**src/include/dpt_map.svh**
```systemverilog
// Offsets, field positions, reset values and timing counts of the power-down and termination block.
`ifndef DPT_MAP_SVH
`define DPT_MAP_SVH

// ============================================================
// Clock
// ============================================================
`define DPT_CLK_PERIOD_PS 40000

// ============================================================
// Register offsets (byte addresses)
// ============================================================
`define DPT_OFS_CTRL 8'h00
`define DPT_OFS_LAT 8'h04
`define DPT_OFS_STATUS 8'h08

// ============================================================
// Control register fields
// ============================================================
`define DPT_CTRL_FAST_EXIT 0
`define DPT_CTRL_NOM_LO 1
`define DPT_CTRL_NOM_HI 3
`define DPT_CTRL_TDQS 4
`define DPT_CTRL_WR_LO 5
`define DPT_CTRL_WR_HI 6
`define DPT_CTRL_DLL_OFF 7
`define DPT_CTRL_X8 8
`define DPT_CTRL_RST 9'h000

// ============================================================
// Latency register fields
// ============================================================
`define DPT_LAT_CWL_LO 0
`define DPT_LAT_CWL_HI 3
`define DPT_LAT_AL_LO 4
`define DPT_LAT_AL_HI 7
`define DPT_LAT_RST 8'h05

// ============================================================
// Status register fields
// ============================================================
`define DPT_ST_STATE_LO 0
`define DPT_ST_STATE_HI 2
`define DPT_ST_FROZEN 3
`define DPT_ST_CMD_RX 4
`define DPT_ST_RTT 5
`define DPT_ST_LOWPWR 6
`define DPT_ST_SYNC 7
`define DPT_ST_BANK_LO 8
`define DPT_ST_BANK_HI 15

// ============================================================
// Timing
// ============================================================
`define DPT_TCPDED_NCK 4'h1
`define DPT_T_ROWOP_NS 15
`define DPT_T_REF_NS 160
`define DPT_ROWOP_CYC (((`DPT_T_ROWOP_NS * 1000) + `DPT_CLK_PERIOD_PS - 1) / `DPT_CLK_PERIOD_PS)
`define DPT_REF_CYC (((`DPT_T_REF_NS * 1000) + `DPT_CLK_PERIOD_PS - 1) / `DPT_CLK_PERIOD_PS)
`define DPT_ODTL_OFFSET 5'h02
`define DPT_ODT_PIPE 32

`endif

```
**src/include/dpt_pkg.sv**
```systemverilog
// Types shared by the power-down and termination block.
package dpt_pkg;

    typedef enum logic [2:0] {
        DPT_ST_IDLE = 3'b000,
        DPT_ST_PD_ENTRY = 3'b001,
        DPT_ST_PD_ACT = 3'b010,
        DPT_ST_PD_PRE_FAST = 3'b011,
        DPT_ST_PD_PRE_SLOW = 3'b100,
        DPT_ST_SELF_REF = 3'b101
    } dpt_pd_state_t;

    typedef enum logic [2:0] {
        DPT_CMD_NOP = 3'b000,
        DPT_CMD_ACT = 3'b001,
        DPT_CMD_PRE = 3'b010,
        DPT_CMD_REF = 3'b011,
        DPT_CMD_OTHER = 3'b100
    } dpt_cmd_t;

endpackage : dpt_pkg

```
**src/include/dpt_odt_if.sv**
```systemverilog
// Carrier between the power-down core and the termination latency pipeline.
`timescale 1ns/10ps
`default_nettype none

interface dpt_odt_if;
    logic odt_req;
    logic sync_mode;
    logic direct_mode;
    logic [4:0] latency;
    logic rtt_on;

    modport core (output odt_req, output sync_mode, output direct_mode, output latency,
                  input rtt_on);
    modport pipe (input odt_req, input sync_mode, input direct_mode, input latency,
                  output rtt_on);
endinterface : dpt_odt_if

`default_nettype wire

```
**src/rtl/dpt_odt_pipe.sv**
```systemverilog
// Termination latency pipeline: delays the termination request by the programmed latency in sync mode, without it in direct mode, off otherwise.
`timescale 1ns/10ps
`default_nettype none
`include "dpt_map.svh"

module dpt_odt_pipe
    import dpt_pkg::*;
(
    // Clock and reset
    input wire logic sys_clk,
    input wire logic rst,
    // Link to the core
    dpt_odt_if.pipe odt
);

    typedef struct packed {
        logic [`DPT_ODT_PIPE-1:0] shift;
        logic rtt;
    } dpt_pipe_state_t;

    dpt_pipe_state_t s_q;
    dpt_pipe_state_t s_d;

    always_comb begin
        s_d = s_q;
        s_d.shift = {s_q.shift[`DPT_ODT_PIPE-2:0], odt.odt_req};
        if (odt.sync_mode) begin
            // Sample taken at edge n becomes visible after edge n plus the latency.
            s_d.rtt = s_q.shift[odt.latency - 5'h01];
        end else if (odt.direct_mode) begin
            s_d.rtt = odt.odt_req;
        end else begin
            s_d.rtt = 1'b0;
        end
    end

    always_ff @(posedge sys_clk) begin
        if (rst) begin
            s_q <= '0;
        end else begin
            s_q <= s_d;
        end
    end

    assign odt.rtt_on = s_q.rtt;

endmodule : dpt_odt_pipe

`default_nettype wire

```
**src/rtl/dpt_pd_odt.sv**
```systemverilog
// Power-down entry and exit, DLL handling and termination control of the DRAM device.
//
// Chosen here: the register addresses and register access over Wishbone.
`timescale 1ns/10ps
`default_nettype none
`include "dpt_map.svh"

module dpt_pd_odt
    import dpt_pkg::*;
(
    // Clock and reset
    input wire logic sys_clk,
    input wire logic rst,
    // Wishbone slave
    input wire logic wb_cyc_i,
    input wire logic wb_stb_i,
    input wire logic wb_we_i,
    input wire logic [7:0] wb_adr_i,
    input wire logic [3:0] wb_sel_i,
    input wire logic [31:0] wb_dat_i,
    output logic [31:0] wb_dat_o,
    output logic wb_ack_o,
    // DRAM command pins, sampled on the rising clock edge
    input wire logic mem_cke,
    input wire logic mem_odt,
    input wire logic mem_reset_n,
    input wire logic mem_cs_n,
    input wire logic mem_ras_n,
    input wire logic mem_cas_n,
    input wire logic mem_we_n,
    input wire logic mem_a10,
    input wire logic [2:0] mem_ba,
    // DLL status
    input wire logic dll_locked,
    // Device-side controls
    output logic io_buf_en,
    output logic cmd_rx_en,
    output logic dll_run,
    output logic low_power,
    output logic rtt_dq_en,
    output logic rtt_tdqs_en,
    output logic [2:0] rtt_nom_code,
    output logic [1:0] rtt_wr_code
);

    // ============================================================
    // Helpers
    // ============================================================
    function automatic dpt_cmd_t decode_cmd(input logic cs_n, input logic ras_n,
                                           input logic cas_n, input logic we_n);
        dpt_cmd_t c;
        c = DPT_CMD_OTHER;
        if (cs_n) begin
            c = DPT_CMD_NOP;
        end else begin
            case ({ras_n, cas_n, we_n})
                3'b111: c = DPT_CMD_NOP;
                3'b011: c = DPT_CMD_ACT;
                3'b010: c = DPT_CMD_PRE;
                3'b001: c = DPT_CMD_REF;
                default: c = DPT_CMD_OTHER;
            endcase
        end
        return c;
    endfunction

    // ============================================================
    // State
    // ============================================================
    typedef struct packed {
        logic [8:0] ctrl;
        logic [7:0] lat;
        logic ack;
        logic [31:0] rdata;
        logic [2:0] rst_sync;
        logic rst_n_filt;
        logic cke_prev;
        dpt_pd_state_t state;
        logic [7:0] bank_open;
        logic [3:0] busy;
        logic [3:0] cpded;
        logic rx_en;
        logic buf_en;
        logic lowpwr;
        logic dll_on;
        logic rtt_dq;
        logic rtt_tdqs;
        logic [2:0] nom;
        logic [1:0] wr;
    } dpt_state_t;

    dpt_state_t s_q;
    dpt_state_t s_d;

    dpt_odt_if odt_link ();

    dpt_cmd_t cmd;
    logic nop_des;
    logic in_pd;
    logic frozen;
    logic dll_off;
    logic odt_mr_en;
    logic wb_req;
    logic [15:0] status;

    dpt_odt_pipe u_pipe (
        .sys_clk(sys_clk),
        .rst(rst),
        .odt(odt_link.pipe)
    );

    // ============================================================
    // Combinational decode
    // ============================================================
    always_comb begin
        cmd = decode_cmd(mem_cs_n, mem_ras_n, mem_cas_n, mem_we_n);
        nop_des = (cmd == DPT_CMD_NOP);
        in_pd = (s_q.state == DPT_ST_PD_ENTRY) || (s_q.state == DPT_ST_PD_ACT) ||
                (s_q.state == DPT_ST_PD_PRE_FAST) || (s_q.state == DPT_ST_PD_PRE_SLOW);
        frozen = (s_q.state == DPT_ST_PD_PRE_SLOW);
        dll_off = s_q.ctrl[`DPT_CTRL_DLL_OFF];
        odt_mr_en = (s_q.ctrl[`DPT_CTRL_NOM_HI:`DPT_CTRL_NOM_LO] != 3'h0) ||
                    (s_q.ctrl[`DPT_CTRL_WR_HI:`DPT_CTRL_WR_LO] != 2'h0);
        wb_req = wb_cyc_i && wb_stb_i && !s_q.ack;
        status = '0;
        status[`DPT_ST_STATE_HI:`DPT_ST_STATE_LO] = s_q.state;
        status[`DPT_ST_FROZEN] = frozen;
        status[`DPT_ST_CMD_RX] = s_q.rx_en;
        status[`DPT_ST_RTT] = odt_link.rtt_on;
        status[`DPT_ST_LOWPWR] = s_q.lowpwr;
        status[`DPT_ST_SYNC] = odt_link.sync_mode;
        status[`DPT_ST_BANK_HI:`DPT_ST_BANK_LO] = s_q.bank_open;
    end

    // Termination request and timing mode handed to the pipeline.
    assign odt_link.odt_req = mem_odt && odt_mr_en && !dll_off &&
                              (s_q.state != DPT_ST_SELF_REF);
    assign odt_link.sync_mode = s_q.dll_on && dll_locked && !frozen;
    assign odt_link.direct_mode = frozen;
    assign odt_link.latency = 5'(s_q.lat[`DPT_LAT_CWL_HI:`DPT_LAT_CWL_LO]) +
                              5'(s_q.lat[`DPT_LAT_AL_HI:`DPT_LAT_AL_LO]) -
                              `DPT_ODTL_OFFSET;

    // ============================================================
    // Next state
    // ============================================================
    always_comb begin
        s_d = s_q;

        // Register bus: one wait state, unmapped reads return zero.
        s_d.ack = wb_req;
        if (wb_req) begin
            s_d.rdata = '0;
            case (wb_adr_i)
                `DPT_OFS_CTRL: begin
                    s_d.rdata[8:0] = s_q.ctrl;
                    if (wb_we_i && wb_sel_i[0]) begin
                        s_d.ctrl[7:0] = wb_dat_i[7:0];
                    end
                    if (wb_we_i && wb_sel_i[1]) begin
                        s_d.ctrl[8] = wb_dat_i[8];
                    end
                end
                `DPT_OFS_LAT: begin
                    s_d.rdata[7:0] = s_q.lat;
                    if (wb_we_i && wb_sel_i[0]) begin
                        s_d.lat = wb_dat_i[7:0];
                    end
                end
                `DPT_OFS_STATUS: begin
                    s_d.rdata[15:0] = status;
                end
                default: begin
                    s_d.rdata = '0;
                end
            endcase
        end

        // Reset pin: three flops, a change counts when the last two agree.
        s_d.rst_sync = {s_q.rst_sync[1:0], mem_reset_n};
        if (s_q.rst_sync[2] == s_q.rst_sync[1]) begin
            s_d.rst_n_filt = s_q.rst_sync[2];
        end

        s_d.cke_prev = mem_cke;
        if (s_q.busy != 4'h0) begin
            s_d.busy = s_q.busy - 4'h1;
        end

        case (s_q.state)
            DPT_ST_IDLE: begin
                // Bank tracking from the commands seen while awake.
                if (mem_cke && s_q.cke_prev) begin
                    case (cmd)
                        DPT_CMD_ACT: begin
                            s_d.bank_open[mem_ba] = 1'b1;
                            s_d.busy = 4'(`DPT_ROWOP_CYC);
                        end
                        DPT_CMD_PRE: begin
                            if (mem_a10) begin
                                s_d.bank_open = '0;
                            end else begin
                                s_d.bank_open[mem_ba] = 1'b0;
                            end
                            s_d.busy = 4'(`DPT_ROWOP_CYC);
                        end
                        DPT_CMD_REF: begin
                            s_d.busy = 4'(`DPT_REF_CYC);
                        end
                        default: begin
                        end
                    endcase
                end
                if (!mem_cke && s_q.cke_prev) begin
                    if (cmd == DPT_CMD_REF) begin
                        s_d.state = DPT_ST_SELF_REF;
                        s_d.bank_open = '0;
                    end else if (nop_des) begin
                        s_d.state = DPT_ST_PD_ENTRY;
                    end
                    s_d.cpded = `DPT_TCPDED_NCK;
                    s_d.buf_en = 1'b0;
                end
            end
            DPT_ST_PD_ENTRY: begin
                // In-flight row operations run to completion first.
                if (s_q.busy == 4'h0) begin
                    if (s_q.bank_open != 8'h00) begin
                        s_d.state = DPT_ST_PD_ACT;
                    end else if (s_q.ctrl[`DPT_CTRL_FAST_EXIT]) begin
                        s_d.state = DPT_ST_PD_PRE_FAST;
                    end else begin
                        s_d.state = DPT_ST_PD_PRE_SLOW;
                    end
                    s_d.lowpwr = 1'b1;
                end
            end
            DPT_ST_PD_ACT, DPT_ST_PD_PRE_FAST, DPT_ST_PD_PRE_SLOW: begin
            end
            DPT_ST_SELF_REF: begin
                if (mem_cke) begin
                    s_d.state = DPT_ST_IDLE;
                end
            end
            default: begin
                s_d.state = DPT_ST_IDLE;
            end
        endcase

        // Receivers go off once the entry window has run out.
        if (in_pd || (s_q.state == DPT_ST_SELF_REF)) begin
            if (s_q.cpded != 4'h0) begin
                s_d.cpded = s_q.cpded - 4'h1;
            end else begin
                s_d.rx_en = 1'b0;
            end
        end

        if (in_pd && mem_cke && nop_des) begin
            s_d.state = DPT_ST_IDLE;
        end
        if (s_d.state == DPT_ST_IDLE) begin
            s_d.rx_en = 1'b1;
            s_d.lowpwr = 1'b0;
            if (mem_cke) begin
                s_d.buf_en = 1'b1;
            end
        end

        // Termination switch outputs follow the pipeline.
        s_d.rtt_dq = odt_link.rtt_on;
        s_d.rtt_tdqs = odt_link.rtt_on && s_q.ctrl[`DPT_CTRL_X8] &&
                       s_q.ctrl[`DPT_CTRL_TDQS];
        s_d.nom = s_q.ctrl[`DPT_CTRL_NOM_HI:`DPT_CTRL_NOM_LO];
        s_d.wr = s_q.ctrl[`DPT_CTRL_WR_HI:`DPT_CTRL_WR_LO];

        // Filtered reset pin low leaves any power-down state on the next edge.
        if (!s_q.rst_n_filt) begin
            s_d.state = DPT_ST_IDLE;
            s_d.bank_open = '0;
            s_d.busy = 4'h0;
            s_d.cpded = 4'h0;
            s_d.rx_en = 1'b1;
            s_d.buf_en = 1'b1;
            s_d.lowpwr = 1'b0;
        end

        // DLL runs except in slow exit, self-refresh or DLL-off mode.
        s_d.dll_on = !dll_off && (s_d.state != DPT_ST_PD_PRE_SLOW) &&
                     (s_d.state != DPT_ST_SELF_REF);
    end

    // ============================================================
    // Registers
    // ============================================================
    always_ff @(posedge sys_clk) begin
        if (rst) begin
            s_q <= '0;
            s_q.ctrl <= `DPT_CTRL_RST;
            s_q.lat <= `DPT_LAT_RST;
            s_q.rst_sync <= 3'b111;
            s_q.rst_n_filt <= 1'b1;
            s_q.cke_prev <= 1'b1;
            s_q.state <= DPT_ST_IDLE;
            s_q.rx_en <= 1'b1;
            s_q.buf_en <= 1'b1;
            s_q.dll_on <= 1'b1;
        end else begin
            s_q <= s_d;
        end
    end

    // ============================================================
    // Outputs
    // ============================================================
    assign wb_ack_o = s_q.ack;
    assign wb_dat_o = s_q.rdata;
    assign io_buf_en = s_q.buf_en;
    assign cmd_rx_en = s_q.rx_en;
    assign dll_run = s_q.dll_on;
    assign low_power = s_q.lowpwr;
    assign rtt_dq_en = s_q.rtt_dq;
    assign rtt_tdqs_en = s_q.rtt_tdqs;
    assign rtt_nom_code = s_q.nom;
    assign rtt_wr_code = s_q.wr;

endmodule : dpt_pd_odt

`default_nettype wire

```
**config.mk**
```make
export PLATFORM = sky130hd
export DESIGN_NAME = dpt_pd_odt
export DESIGN_NICKNAME = d
export VERILOG_FILES = /design/src/include/dpt_pkg.sv /design/src/include/dpt_odt_if.sv /design/src/rtl/dpt_odt_pipe.sv /design/src/rtl/dpt_pd_odt.sv
export VERILOG_INCLUDE_DIRS = /design/src /design/src/include
export SDC_FILE = /design/constraint.sdc
export NUM_CORES = 1
export LEC_CHECK = 0
export BUFFER_PORTS_ARGS = -buffer_cell sky130_fd_sc_hd__buf_2
export CORE_ASPECT_RATIO = 0.5
export CORE_MARGIN = 4
export CORE_UTILIZATION = 35
export CTS_CLUSTER_SIZE = 40
export DETAILED_ROUTE_END_ITERATION = 12
export PLACE_DENSITY = 0.64
export SKIP_CTS_REPAIR_TIMING = 1
export SYNTH_ARGS = -nofsm -noshare
export SYNTH_HDL_FRONTEND = slang
export SYNTH_HIERARCHICAL = 1
export SYNTH_SLANG_ARGS = --single-unit
```
**constraint.sdc**
```tcl
create_clock -name sys_clk -period 8.22 [get_ports sys_clk]
set_input_delay 2.466 -clock sys_clk [delete_from_list [all_inputs] [get_ports sys_clk]]
set_output_delay 2.466 -clock sys_clk [all_outputs]
set_load 0.005 [all_outputs]
```
Word-level counts from Yosys, hierarchy flattened
Index checks and enable logic that the tools add are counted.
Word-level totals
  register bits after elaboration: 102
  word-level logic and storage cells: 137
Cells by class
  $add $sub $neg: 5
  magnitude comparators: 3
  equal/unequal tests: 18
  muxes and demuxes: 38
  bitwise operators: 5
  reductions and logical operators: 46
Operators by type and width (count)
  $mux 3: 9
  $pmux 3 s4: 2
  $pmux 8 s3: 1
  $mux 22: 1
  $eq 3x2->1 const B: 6
  $logic_and 1x1->1: 18
  $mux 16: 1
  $mux 8: 2
  $pmux 8 s2: 1
  $mux 12: 1
  $mux 4: 3
  $mux 11: 1
  $mux 1: 10
  $eq 3x1->1 const B: 3
  $eq 3x3->1 const B: 3
  $logic_not 3->1: 3
  $ne 3x3->1 const B: 3
  $reduce_and 3->1: 3
  $and 8x8->8: 1
  $eq 8x3->1 const B: 1
  $eq 8x4->1 const B: 1
  $logic_not 8->1: 1
  $not 8->8: 1
  $or 8x8->8: 1
  other kinds (25): 38

Depth between registers and ports, before layout
  depth in word-level cells: 19
  depth in mapped cells: 13

By module
Netlist, hierarchy kept.
Modules (own cells, without submodules)
  dpt_pd_odt: times used 1, cells each 436, area each 3613.5 µm², sequential area each 1381.3 µm²
  dpt_odt_pipe: times used 1, cells each 115, area each 1323.8 µm², sequential area each 660.6 µm²

Worst setup path after synthesis
OpenSTA, ideal clock, no wires.
  path kind: in2reg
  from: input port wb_adr_i[7]
  to: register s_q[69] (netlist bit)
  data arrival time: 4.293 ns
  required time: 8.092 ns
  setup slack: 3.799 ns
  stages on the path: 6
  path buffers: 1
  path through: or4_4 > or4_4 > or4_1 > buf_2 > mux2i_1 > nor2_1
On the way
  word-level cells in the longest chain between the ends: 2
RTL lines
  start, declared: line dpt_pd_odt.sv:18  | input wire logic [7:0] wb_adr_i,
  $eq 8x3->1: line dpt_pd_odt.sv:154  | case (wb_adr_i)
  $reduce_and 3->1 (no line)
  end, declared: line dpt_pd_odt.sv:92  | dpt_state_t s_q;
Every way passes these cells.
A chain may end at the register's enable or synchronous reset.

Worst setup path in the final report
  from: input port wb_stb_i
  to: register s_q[71] (netlist bit)
On the way
  word-level cells in the longest chain between the ends: 3
RTL lines
  start, declared: line dpt_pd_odt.sv:16  | input wire logic wb_stb_i,
  $logic_and 1x1->1 (2 in series): line dpt_pd_odt.sv:124  | wb_req = wb_cyc_i && wb_stb_i && !s_q.ack;
  $reduce_and 3->1 (no line)
Every way passes these cells.

==> impl_metrics.py <==
metrics = {
    "pwr": {
        "clkPwrFrac": 0.404,
        "peakVddDrop_uv": 95.17,
        "pwr-share-comb": 0.124,
        "power_density_nw_per_um2": 200.1,
        "p_leak_nw": 2.282,
        "p_sw_uw": 317.0,
        "power_frac_seq": 0.472,
        "switching_share": 0.2879,
        "intPower_uw": 784.0,
    },
    "critical_path": {
        "critPathMaxFanout": 20,
        "critPathMaxStageDelay_ns": 0.76,
        "r2r_start": "s_q[73]$_SDFFE_PP0P_",
        "r2r_slack_ns": 5.32,
        "cpMaxStageDelayCell": "or4_4",
        "cp-start-kind": "primary input",
        "cp.required_ns": 8.44,
        "arrival_ns": 4.88,
        "r2r-end": "u_pipe/odt.rtt_on$_SDFF_PP0_",
        "worst-setup-path-type": "in -> reg",
        "rr_worst_depth": 12,
        "critical_path.cell_chain": "buf_2 > nand3b_1 > or4_4 > or4_1 > mux2i_1 > nor2_1",
        "cp-end-kind": "register",
    },
    "synthesis": {
        "yosysMostFrequentCell": "dfxtp_1",
        "synth_area_um2": 4937,
        "synth_area_leaders": "dfxtp_1 41%, nor2b_1 5.8%, mux2i_1 5.7%",
        "synth_commonest_cells": "102 x dfxtp_1, 61 x nor2_1, 46 x nor2b_1, 37 x buf_4, 30 x nand2_1",
        "netlist.area_leader.share": 0.4136,
        "yosysWarnings": 6,
        "synth.distinct_cells": 60,
        "yosysTopAreaCell": "dfxtp_1",
        "avgSynthCellArea_um2": 8.960,
        "synth-seq-cells": 102,
        "ys_async_sr_fraction": 0,
        "ys_seq_area_frac": 0.4136,
        "synth-edff-count": 0,
        "synth_ff_type": "dfxtp_1",
        "syn_inst": 551,
    },
    "floorplanning": {
        "dieHeight_um": 91.99,
        "start_util": 0.3614,
        "dieArea_um2": 16190,
        "dieWidth_um": 176.0,
        "ios": 105,
        "fp-row-count": 30,
        "core-area_um2": 13660,
    },
    "drt": {
        "drc": 0,
        "ant_nets": 0,
        "wire_per_inst_um": 13.93,
        "via_per_inst": 4.920,
        "drt_first_pass_iters": 5,
        "detail_route.wirelength_mm": 10.80,
        "drtIter0Drc": 257,
        "num_vias": 3813,
    },
    "placed_design": {
        "io_buffers": 63,
        "dp_cells": 759,
        "place_congestion": 0.7978,
        "place_ws_ns": 3.153,
        "dp_hpwl_mm": 7.824,
    },
    "hold_path": {
        "holdPathStages": 1,
        "holdPathEnd": "s_d[34]$_SDFF_PP1_",
        "hp-class": "reg -> reg",
        "min_from": "s_d[33]$_SDFF_PP1_",
    },
    "global_route": {
        "antenna_found_initial": 0,
        "grt_pass1_vias": 3712,
        "overflow": 0,
        "grt_usage": 0.1343,
        "grt_max_degree": 82,
        "grt_first_pass_wirelength_mm": 17.80,
    },
    "sta": {
        "fin_crit_ns": 4.665,
        "finalCritPeriodShare": 0.5675,
        "slew_headroom": 0.4265,
        "fin_skew_ns": 0.009345,
        "timing.final.ws_setup_ns": 3.555,
        "grt_setup_unrepaired": "no",
        "hold_viol": 0,
        "maxSlewViolCount": 0,
        "worst_pin_slew_ns": 0.8537,
        "setup_viol": 0,
        "tns_ns": 0,
        "fmax_ghz": 0.2144,
    },
    "clock_network": {
        "clk_latency_ns": 0.36,
        "cts_max_path_buffers": 2,
        "cts_buffers": 9,
        "clkSinkCount": 102,
        "cts_root_buffer": "clkbuf_16",
        "h-tree-depth": 3,
        "cts_tree": "yes",
        "clk_pin_slew_worst_paths_ns": 0.08,
    },
    "run": {
        "cap_violations": 0,
    },
    "layout": {
        "diodes": 0,
        "fill_cells": 1388,
        "fin_nets": 650,
        "final_cells": 775,
        "final_layout_size_suffix_gt1_frac": 0.1784,
        "syn2layout_area_growth_pct": 11.43,
    },
    "run_status": {
        "status": "completed",
    },
}
cell families after synthesis:
logic type      share of synthesized area
compound gates                     0.1336
fa+ha+maj                         0.02940
flops                              0.4136
mux                               0.09706
other cells                     0.0007595
simple gates                       0.2174
buf+inv                           0.09756
xor+xnor                          0.01064
cell type report:
type / instances / area (um^2) / share of cell area
flip-flops and latches: 102 / 2042 / 0.3712
clock buffers: 9 / 225.2 / 0.04094
well taps: 192 / 240.2 / 0.04367
inverters: 26 / 97.59 / 0.01774
multi-input cells: 374 / 2470 / 0.4489
clock inverters: 7 / 96.34 / 0.01751
repair buffers: 65 / 330.3 / 0.06004
per-stage QoR:
stage | hold slack (ns) | util | total power, mW | cell area (um^2)
after floorplan | 0.3895 | - | 0.6338 | 4994
after global routing | 0.4477 | 0.4027 | 1.154 | 5502
final | 0.4367 | 0.4027 | 1.101 | 5502
after CTS | 0.4335 | 0.4027 | 1.111 | 5502
after detailed placement | 0.4149 | 0.3791 | 0.6670 | 5180
after global placement | 0.3993 | 0.3791 | 0.6643 | 5180
power by group through the flow:
stage | registers, mW | clock network (mW) | logic [mW]
detailed placement | 0.532 | 0 | 0.135
global route | 0.522 | 0.479 | 0.153
CTS | 0.520 | 0.455 | 0.136
global placement | 0.532 | 0 | 0.133
finish | 0.520 | 0.444 | 0.137
floorplan | 0.526 | 0 | 0.108
flip-flops by register name, indices dropped and copies added (netlist names), 2 cells and up:
register / count
s_q: 33
rtt_nom_code: 3
u_pipe/s_d: 31
rtt_wr_code: 2
wb_dat_o: 16
s_d: 7
per-layer routing:
layer  routed length (um)  GRT usage  vias up
li1                     -          -     1916
met1                 5075     0.1727     1800
met2                 5138     0.2305       88
met3                  474    0.03501        9
met4                  106    0.02529        0
met5                    0          0        -
cell usage in the layout (no fill, tap or decap), types with 15 or more instances in the layout:
| cell type | n |
|---|---|
| mux2i_1 | 28 |
| inv_1 | 26 |
| conb_1 | 16 |
| a21oi_1 | 29 |
| a22oi_1 | 15 |
| buf_2 | 63 |
| nand2_1 | 30 |
| o21ai_0 | 25 |
| nor2b_1 | 46 |
| nor2_1 | 61 |
| dfxtp_1 | 102 |
worst max-delay path, delay by kind of cell:
kind / cells / cell delay [ns]
and+or+nand+nor: 4 / 2.09
buffers and inverters: 1 / 0.07
muxes: 1 / 0.24
worst max path at each step:
stage,start,slack [ns],depth (start not counted),endpoint
finish,wb_stb_i,3.56,6,s_q[71]$_SDFFE_PP0P_
global route,wb_stb_i,3.35,6,s_q[69]$_SDFFE_PP0P_
CTS,wb_stb_i,3.51,6,s_q[71]$_SDFFE_PP0P_
detailed placement,wb_stb_i,3.15,6,s_q[71]$_SDFFE_PP0P_
global placement,wb_stb_i,3.21,6,s_q[73]$_SDFFE_PP0P_
floorplan,wb_adr_i[7],3.80,6,s_q[69]$_SDFFE_PP0P_
Power figures use the tool's default switching activity.
